## src/core/fcnm_cfg.svh

```systemverilog
`ifndef FCNM_CFG_SVH
`define FCNM_CFG_SVH
// Network sizes
`define FCNM_NUM_DYN 8
`define FCNM_DYN_IN 4
`define FCNM_NUM_GLB 32
`define FCNM_LOC_SIG 16
`define FCNM_FAB_SIG 16
`define FCNM_RGN_TB 8
`define FCNM_RGN_CORE 4
`define FCNM_CORE_H 80
`define FCNM_LOC_H 40
`define FCNM_NUM_LOC 4
`define FCNM_TB_GLB 14
`define FCNM_TB_FAB 2
`define FCNM_SIDE_CLK 4
`define FCNM_SIDE_FAB 2
// Static source vector field positions
`define FCNM_SRC_W 16
`define FCNM_SRC_PIN 0
`define FCNM_SRC_PLL 4
`define FCNM_SRC_OSC 8
`define FCNM_SRC_CORE 9
// Local pool positions
`define FCNM_POOL_FAB 32
`define FCNM_POOL_RGN 48
`define FCNM_POOL_GEN 63
`define FCNM_CORE_LIM 52
`define FCNM_TB_LIM 40
// Dynamic mux input selected when user mode begins
`define FCNM_DYN_RST_SEL 0
`endif

```

## src/core/fcnm_pkg.sv

```systemverilog
package fcnm_pkg;
  // Dynamic mux switch sequence, one-hot
  typedef enum logic [2:0] {
    DM_RUN = 3'h1,
    DM_DRAIN = 3'h2,
    DM_ADOPT = 3'h4
  } fcnm_dm_state_t;
  typedef logic [1:0] fcnm_dsel_t;
  typedef logic [3:0] fcnm_ssel_t;
  typedef logic [5:0] fcnm_pidx_t;
endpackage : fcnm_pkg

```

## src/core/fcnm_top.sv

```systemverilog
// Contract
// - Global network takes pins, PLL, oscillator, core
// - Eight dynamic muxes switchable in user mode
// - Enabled mux follows user select bus
// - Dynamic muxes start on input 0
// - Fifth PLL output only to top/bottom regional
// - Top/bottom regions serve only top/bottom interfaces
// - Core regions 80 tall, local nets 40
// - DSP and RAM get own local nets
// - Local net 16 from global, fabric, regional
// - Regional share 8 top/bottom, 4 elsewhere
// - Fabric makes local clocks and cell enables
// - Top/bottom interface: 14 global, 2 fabric
// - Side interface: 4 clocks, 2 fabric max
// - Alternate pin feeds PLL reference directly
// - Network enable switches without glitches
`timescale 1ns/1ps
`include "fcnm_cfg.svh"
module fcnm_top #(
  parameter int NUM_DYN = `FCNM_NUM_DYN,
  parameter int DYN_IN = `FCNM_DYN_IN,
  parameter int NUM_GLB = `FCNM_NUM_GLB,
  parameter int NUM_LOC = `FCNM_NUM_LOC,
  parameter int CORE_H = `FCNM_CORE_H
) (
  input wire logic ref_clk,
  input wire logic rst,
  input wire logic ce,
  input wire logic [DYN_IN-1:0] dyn_clk_in [NUM_DYN],
  input wire logic [NUM_DYN-1:0] dyn_en,
  input wire fcnm_pkg::fcnm_dsel_t dyn_sel [NUM_DYN],
  input wire logic [3:0] pin_clk,
  input wire logic [3:0] pll_clk,
  input wire logic [1:0] pll_fifth_output,
  input wire logic osc_clk,
  input wire logic [6:0] core_clk,
  input wire fcnm_pkg::fcnm_ssel_t stat_sel [NUM_GLB],
  input wire logic [NUM_GLB-1:0] net_en,
  input wire logic [`FCNM_RGN_CORE-1:0] rgn_core,
  input wire logic [6:0] rgn_tb_core [2],
  input wire logic [`FCNM_FAB_SIG-1:0] fab_clk,
  input wire logic [NUM_LOC-1:0] loc_gen,
  input wire fcnm_pkg::fcnm_pidx_t loc_sel [NUM_LOC][`FCNM_LOC_SIG],
  input wire fcnm_pkg::fcnm_pidx_t tb_sel [2][`FCNM_TB_GLB],
  input wire fcnm_pkg::fcnm_pidx_t side_sel [2][2],
  input wire logic [CORE_H-1:0] cell_ce,
  input wire logic [1:0] alt_mode,
  input wire logic [1:0] alt_pin,
  input wire logic [1:0] core_ref,
  output fcnm_pkg::fcnm_dsel_t dyn_act_ff [NUM_DYN],
  output logic [NUM_GLB-1:0] glb_ff,
  output logic [NUM_LOC-1:0][`FCNM_LOC_SIG-1:0] loc_ff,
  output logic [1:0][`FCNM_LOC_SIG-1:0] tb_loc_ff,
  output logic [1:0][`FCNM_SIDE_CLK-1:0] side_loc_ff,
  output logic [CORE_H-1:0] cell_ce_ff,
  output logic [1:0] pll_ref_ff
);
  import fcnm_pkg::*;

  // Pick one pool bit, index at or above the limit, other than 63, yields a quiet line
  function automatic logic pick(input logic [63:0] pool,
                                input logic [5:0] idx,
                                input logic [6:0] lim);
    logic r;
    r = 1'h0;
    if ({1'h0, idx} < lim || idx == 6'h3F) begin
      r = pool[idx];
    end
    return r;
  endfunction : pick

  logic dyn_out_ff [NUM_DYN];
  fcnm_dm_state_t dm_st_ff [NUM_DYN];
  fcnm_dsel_t pend_ff [NUM_DYN];
  logic [`FCNM_SRC_W-1:0] stat_src;
  logic [NUM_GLB-1:0] glb_src;
  logic [NUM_GLB-1:0] en_eff;
  logic [NUM_GLB-1:0] gate_on_ff;
  logic [`FCNM_RGN_TB-1:0] rgn_tb [2];

  // Dynamic multiplexers, one per generate pass
  genvar d;
  generate
    for (d = 0; d < NUM_DYN; d++) begin : g_dyn
      logic cur_clk;
      logic new_clk;
      assign cur_clk = dyn_clk_in[d][dyn_act_ff[d]];
      assign new_clk = dyn_clk_in[d][pend_ff[d]];

      // Glitch-free switch sequence
      always_ff @(posedge ref_clk or posedge rst) begin
        if (rst) begin
          dm_st_ff[d] <= DM_RUN;
          dyn_act_ff[d] <= fcnm_dsel_t'(`FCNM_DYN_RST_SEL);
          pend_ff[d] <= fcnm_dsel_t'(`FCNM_DYN_RST_SEL);
          dyn_out_ff[d] <= 1'h0;
        end else if (ce) begin
          unique case (dm_st_ff[d])
            DM_RUN: begin
              dyn_out_ff[d] <= cur_clk;
              if (dyn_en[d] && dyn_sel[d] != dyn_act_ff[d]) begin
                pend_ff[d] <= dyn_sel[d];
                dm_st_ff[d] <= DM_DRAIN;
              end
            end
            DM_DRAIN: begin
              // Let the current high phase finish, then stay low
              dyn_out_ff[d] <= dyn_out_ff[d] & cur_clk;
              if (!cur_clk) begin
                dm_st_ff[d] <= DM_ADOPT;
              end
            end
            DM_ADOPT: begin
              // Wait for a low phase of the new clock before joining
              dyn_out_ff[d] <= 1'h0;
              if (!new_clk) begin
                dyn_act_ff[d] <= pend_ff[d];
                dm_st_ff[d] <= DM_RUN;
              end
            end
          endcase
        end
      end

      dyn_reset_a: assert property (@(posedge ref_clk)
        $past(rst) && !rst |-> dyn_act_ff[d] == 2'h0)
        else $error("dynamic mux not on input 0 after reset");
      dyn_switch_a: assert property (
        @(posedge ref_clk) disable iff (rst)
        ce && dm_st_ff[d] == DM_RUN && dyn_en[d] &&
        dyn_sel[d] != dyn_act_ff[d] |=> dm_st_ff[d] == DM_DRAIN &&
        pend_ff[d] == $past(dyn_sel[d]))
        else $error("select change not taken");
      dyn_gap_a: assert property (
        @(posedge ref_clk) disable iff (rst)
        ce && dm_st_ff[d] == DM_ADOPT |=> !dyn_out_ff[d])
        else $error("output not low during switch");
      dyn_hold_a: assert property (
        @(posedge ref_clk) disable iff (rst)
        !(ce && dm_st_ff[d] == DM_ADOPT) |=> $stable(dyn_act_ff[d]))
        else $error("active input changed outside switch");
    end
  endgenerate

  // Static source vector; fifth PLL output is kept out of it
  assign stat_src = {core_clk, osc_clk, pll_clk, pin_clk};

  // Global line sources: dynamic muxes first, static muxes after
  always_comb begin
    for (int g = 0; g < NUM_GLB; g++) begin
      if (g < NUM_DYN) begin
        glb_src[g] = dyn_out_ff[g];
      end else begin
        glb_src[g] = stat_src[stat_sel[g]];
      end
    end
  end

  // Enable may only change while the line is low
  always_comb begin
    for (int g = 0; g < NUM_GLB; g++) begin
      en_eff[g] = glb_src[g] ? gate_on_ff[g] : net_en[g];
    end
  end

  // Gated global network
  always_ff @(posedge ref_clk or posedge rst) begin
    if (rst) begin
      gate_on_ff <= '0;
      glb_ff <= '0;
    end else if (ce) begin
      gate_on_ff <= en_eff;
      glb_ff <= glb_src & en_eff;
    end
  end

  glb_gate_a: assert property (@(posedge ref_clk) disable iff (rst)
    ce && glb_src[NUM_DYN] |=> $stable(gate_on_ff[NUM_DYN]))
    else $error("gate moved while line high");
  glb_pass_a: assert property (@(posedge ref_clk) disable iff (rst)
    ce && gate_on_ff[0] && net_en[0] |=> glb_ff[0] == $past(glb_src[0]))
    else $error("enabled global line not passing");

  // Top/bottom regional: fifth PLL output plus core drive
  assign rgn_tb[0] = {rgn_tb_core[0], pll_fifth_output[0]};
  assign rgn_tb[1] = {rgn_tb_core[1], pll_fifth_output[1]};

  // Core local networks: two 40-cell halves, then DSP and RAM
  always_ff @(posedge ref_clk or posedge rst) begin
    if (rst) begin
      loc_ff <= '0;
    end else if (ce) begin
      for (int n = 0; n < NUM_LOC; n++) begin
        for (int s = 0; s < `FCNM_LOC_SIG; s++) begin
          loc_ff[n][s] <= pick({loc_gen[n], 11'h000, rgn_core, fab_clk,
                                glb_ff}, loc_sel[n][s],
                               7'(`FCNM_CORE_LIM));
        end
      end
    end
  end

  loc_range_a: assert property (@(posedge ref_clk) disable iff (rst)
    ce && loc_sel[0][0] >= 6'(`FCNM_CORE_LIM) && loc_sel[0][0] != 6'h3F
    |=> !loc_ff[0][0])
    else $error("local net took an out-of-budget source");

  // Per-cell clock enable from local fabric
  always_ff @(posedge ref_clk or posedge rst) begin
    if (rst) begin
      cell_ce_ff <= '0;
    end else if (ce) begin
      cell_ce_ff <= cell_ce;
    end
  end

  // Top/bottom interface locals: only these see top/bottom regional
  always_ff @(posedge ref_clk or posedge rst) begin
    if (rst) begin
      tb_loc_ff <= '0;
    end else if (ce) begin
      for (int r = 0; r < 2; r++) begin
        for (int s = 0; s < `FCNM_TB_GLB; s++) begin
          tb_loc_ff[r][s] <= pick({24'h000000, rgn_tb[r], glb_ff},
                                  tb_sel[r][s], 7'(`FCNM_TB_LIM));
        end
        for (int s = 0; s < `FCNM_TB_FAB; s++) begin
          tb_loc_ff[r][`FCNM_TB_GLB + s] <= fab_clk[2 * r + s];
        end
      end
    end
  end

  tb_fab_a: assert property (@(posedge ref_clk) disable iff (rst)
    ce |=> tb_loc_ff[1][`FCNM_TB_GLB] == $past(fab_clk[2]))
    else $error("interface fabric clock slot wrong");

  // Side interface locals: two fabric, two global/regional
  always_ff @(posedge ref_clk or posedge rst) begin
    if (rst) begin
      side_loc_ff <= '0;
    end else if (ce) begin
      for (int r = 0; r < 2; r++) begin
        for (int s = 0; s < `FCNM_SIDE_FAB; s++) begin
          side_loc_ff[r][s] <= fab_clk[8 + 2 * r + s];
          side_loc_ff[r][`FCNM_SIDE_FAB + s] <=
            pick({28'h0000000, rgn_core, glb_ff}, side_sel[r][s],
                 7'(36));
        end
      end
    end
  end

  // PLL reference: alternate pin bypasses the core path
  always_ff @(posedge ref_clk or posedge rst) begin
    if (rst) begin
      pll_ref_ff <= '0;
    end else if (ce) begin
      for (int p = 0; p < 2; p++) begin
        pll_ref_ff[p] <= alt_mode[p] ? alt_pin[p] : core_ref[p];
      end
    end
  end

  pll_alt_a: assert property (@(posedge ref_clk) disable iff (rst)
    ce && alt_mode[0] |=> pll_ref_ff[0] == $past(alt_pin[0]))
    else $error("alternate pin not on PLL reference");
endmodule : fcnm_top

```

## config.mk

```make
export PLATFORM = sky130hd
export DESIGN_NAME = fcnm_top
export DESIGN_NICKNAME = d
export VERILOG_FILES = /design/src/core/fcnm_pkg.sv /design/src/core/fcnm_top.sv
export VERILOG_INCLUDE_DIRS = /design/src /design/src/core
export SDC_FILE = /design/constraint.sdc
export NUM_CORES = 2
export LEC_CHECK = 0
export BUFFER_PORTS_ARGS = -buffer_cell sky130_fd_sc_hd__buf_2
export CORE_AREA = 10 10 450 452
export CTS_BUF_LIST = sky130_fd_sc_hd__clkbuf_4
export DETAILED_ROUTE_END_ITERATION = 16
export DIE_AREA = 0 0 460 462
export GPL_TIMING_DRIVEN = 0
export HOLD_SLACK_MARGIN = 0.12
export SLEW_MARGIN = 10
export SYNTH_ARGS = -nofsm -noshare
export SYNTH_HDL_FRONTEND = slang
export SYNTH_SLANG_ARGS = --single-unit
```

## constraint.sdc

```tcl
create_clock -name ref_clk -period 10.5 [get_ports ref_clk]
set_input_delay 2.625 -clock ref_clk [delete_from_list [all_inputs] [get_ports ref_clk]]
set_output_delay 2.625 -clock ref_clk [all_outputs]
set_load 0.005 [all_outputs]
```

==> results.toml <==
[run_status]
outcome = "finished, violations left"
violations = "max-capacitance violations, max-slew violations"

[clock_network]
cts_buffers = 108
cts_tree = "done"
postCtsSetupBuffers = 0
numClockSinks = 314
cts_max_path_buffers = 3
cts_root_buf = "clkbuf_4"
htree_levels = 3
ctsHoldBuffers = 0
clk_latency_ns = 1.25
cts_resized = 0
path_clk_slew_ns = 0.06

[route]
first_iter_violations = 9109
ant_nets = 0
drcViolationCount = 0
totalWireLength_um = 361000
wl_per_cell_um = 43.5
vias = 57300
via_per_inst = 6.89
first_pass_iters = 7

[timing]
setup_viol = 0
fin_skew_ns = 0.139
rsz0062_at_grt = "false"
fin_ws_ns = 5.03
fin_crit_ns = 5.47
drv_slew = 11
relSlewSlack = -0.0339
tightest_slew_ns = 1.55
hold_viol = 0
period_share = 0.521
fmax_ghz = 0.183
finalSetupTns_ns = 0

[worst_hold_path]
whs_path_depth = 1
min_path_type = "flop to flop"
holdCritStartpoint = "tb_loc_ff[7]"
min_to = "tb_loc_ff[7]"

[setup_path]
slowest_stage = "dfrtp_1"
worstSetupStartpointType = "flop"
crit_arrival_ns = 2.85
critPathTopFamily = "flip-flops"
cp.required_ns = 7.88
slowest_delay_ns = 1.24
cp-end-kind = "output port"
r2r_start = "glb_ff[29]"
cp_max_fo = 10
crit_type = "flop to output port"
cp.buffers_inverters = 1
ff2ff_setup_slack_ns = 6.39
path_cells = "buf_2"
r2r_cells = 8
reg2reg_to = "tb_loc_ff[0]"

[pwr]
switchingPower_mw = 4.42
power_frac_comb = 0.626
p_leak_nw = 25.0
intPower_mw = 4.68
p_per_area_nw_per_um2 = 137
ir_worst_vdd_uv = 110
seqPwrFrac = 0.212
power_frac_clock = 0.162
swShare = 0.486

[synth]
yosys-top-cells-count = "mux4_2 (1,378), clkbuf_1 (617), dfrtp_1 (306), mux2i_1 (226), nand2_1 (198)"
synth_edf_count = 0
netlist.area_leader.share = 0.552
synth_xor_area_frac = 0.00249
postSynthCellCount = 4405
async_flop_share = 1.00
synth_compound_area_frac = 0.0676
synth-seq-cells = 314
yosysTopAreaCell = "mux4_2"
yosysSeqAreaShare = 0.140
synth-main-ff-cell = "dfrtp_1"
netlist_area_um2 = 56200
synth_cell_types = 76
synth_most_common_cell = "mux4_2"
syn_area_per_cell_um2 = 12.8
synth_mux_area_frac = 0.643
syn_nets = 5342
yosys.area_share.simple = 0.0712
synth_top_family_by_area = "multiplexers"
synth_area_leaders = "mux4_2 (55%), dfrtp_1 (14%), clkbuf_1 (4.1%), mux2i_1 (4.0%), mux2_2 (3.8%)"
synthAdderAreaFrac = 0
synth_warnings = 0

[global_routing]
grt_pass1_wl_um = 484000
grt_usage = 0.326
first_global_vias = 56600
grt_max_degree = 40
antenna_found_initial = 266
grt_overflow_total = 0

[placement]
place.gp.congestion = 1.01
post-dp-hpwl_um = 280000
dp_slack_ns = 4.13
io_buffers = 972

[flow_run]
maxCapViolations = 1

[floorplanning]
fp.dieH_um = 462
fp-row-count = 162
ioPinCount = 1171
core_um2 = 194000
die_w_um = 460
dieArea_um2 = 213000
start_util = 0.290

[cells_and_area]
areaGrowthSynthToFinish_pct = 18.1
filler_cell_count = 19500
utilization = 0.342
drive_gt1_frac = 0.537
nNetsFinal = 6436
-- area by class of cell --
cell class | count | area (µm²) | share of cell area
multi-input combinational | 3149 | 44100 | 0.664
sequential | 314 | 7870 | 0.119
timing repair buffer | 984 | 5110 | 0.0770
buffer | 863 | 3990 | 0.0601
tap | 2542 | 3180 | 0.0479
clock buffer | 153 | 1150 | 0.0173
antenna | 175 | 438 | 0.00660
inverter | 79 | 302 | 0.00454
clock inverter | 48 | 251 | 0.00379
-- sequential cells by signal, indices dropped and copies added (netlist names) --
register and count:
pend_ff 16, cell_ce_ff 80, pll_ref_ff 2, glb_ff 32, loc_ff 64, dyn_out_ff 8, dyn_act_ff 16, tb_loc_ff 32
dm_st_ff 24, gate_on_ff 32, side_loc_ff 8
-- power groups by stage --
stage	Combinational (mW)	Sequential, mW	Clock, mW
after floorplan	3.40	1.66	0
after global placement	5.39	1.90	0
after detailed placement	5.49	1.91	0
after CTS	5.50	1.89	1.53
after global routing	5.81	1.94	1.59
final	5.69	1.92	1.48
-- cells by family (layout without fill, tap and decap cells) --
kind of cell / count (synthesis) / after routing
mux: 1837 / 1837
buf+inv: 942 / 2127
simple gates: 808 / 808
compound gates: 488 / 488
flops: 314 / 314
xor+xnor: 16 / 16
other cells: 0 / 175
-- routing by layer --
metal / track usage / routed length (µm)
met1: 0.350 / 113000
met2: 0.529 / 172000
met3: 0.124 / 47200
met4: 0.232 / 29000
met5: 0 / 454
-- worst max path at each step --
stage / start / endpoint / slack, ns / depth (start not counted)
after detailed placement: ce / glb_ff[1] / 4.13 / 6
after global placement: rst / tb_loc_ff[5] / 0.65 / 2
after CTS: glb_ff[31] / glb_ff[31] / 4.97 / 1
final: glb_ff[5] / glb_ff[5] / 5.03 / 1
after global routing: glb_ff[5] / glb_ff[5] / 5.10 / 1
after floorplan: rst / cell_ce_ff[0] / 3.70 / 1
-- through the flow --
| step | total power [mW] | area [µm²] | hold WS [ns] | instances |
|---|---|---|---|---|
| 2_1_floorplan | 5.07 | 56200 | 0.459 | 4405 |
| 3_3_place_gp | 7.29 | 64200 | 0.460 | 7919 |
| 3_5_place_dp | 7.40 | 64500 | 0.463 | 7931 |
| 4_1_cts | 8.92 | 65900 | 0.477 | 8132 |
| 5_1_grt | 9.33 | 66200 | 0.500 | 8254 |
| 6_report | 9.09 | 66400 | 0.476 | 8307 |
-- cell usage in the layout, fill, tap and decap left out, drive strengths merged, types with 68 or more instances in the layout --
| cell type | instances |
|---|---|
| mux4 | 1391 |
| dfrtp | 306 |
| inv | 82 |
| o21ai | 68 |
| nor2 | 168 |
| mux2 | 220 |
| diode | 175 |
| mux2i | 226 |
| buf | 1227 |
| nand2 | 198 |
| nand3 | 172 |
| clkbuf | 773 |
| nor2b | 84 |
| o221ai | 85 |
No activity file was read; power rests on OpenSTA's default activity.
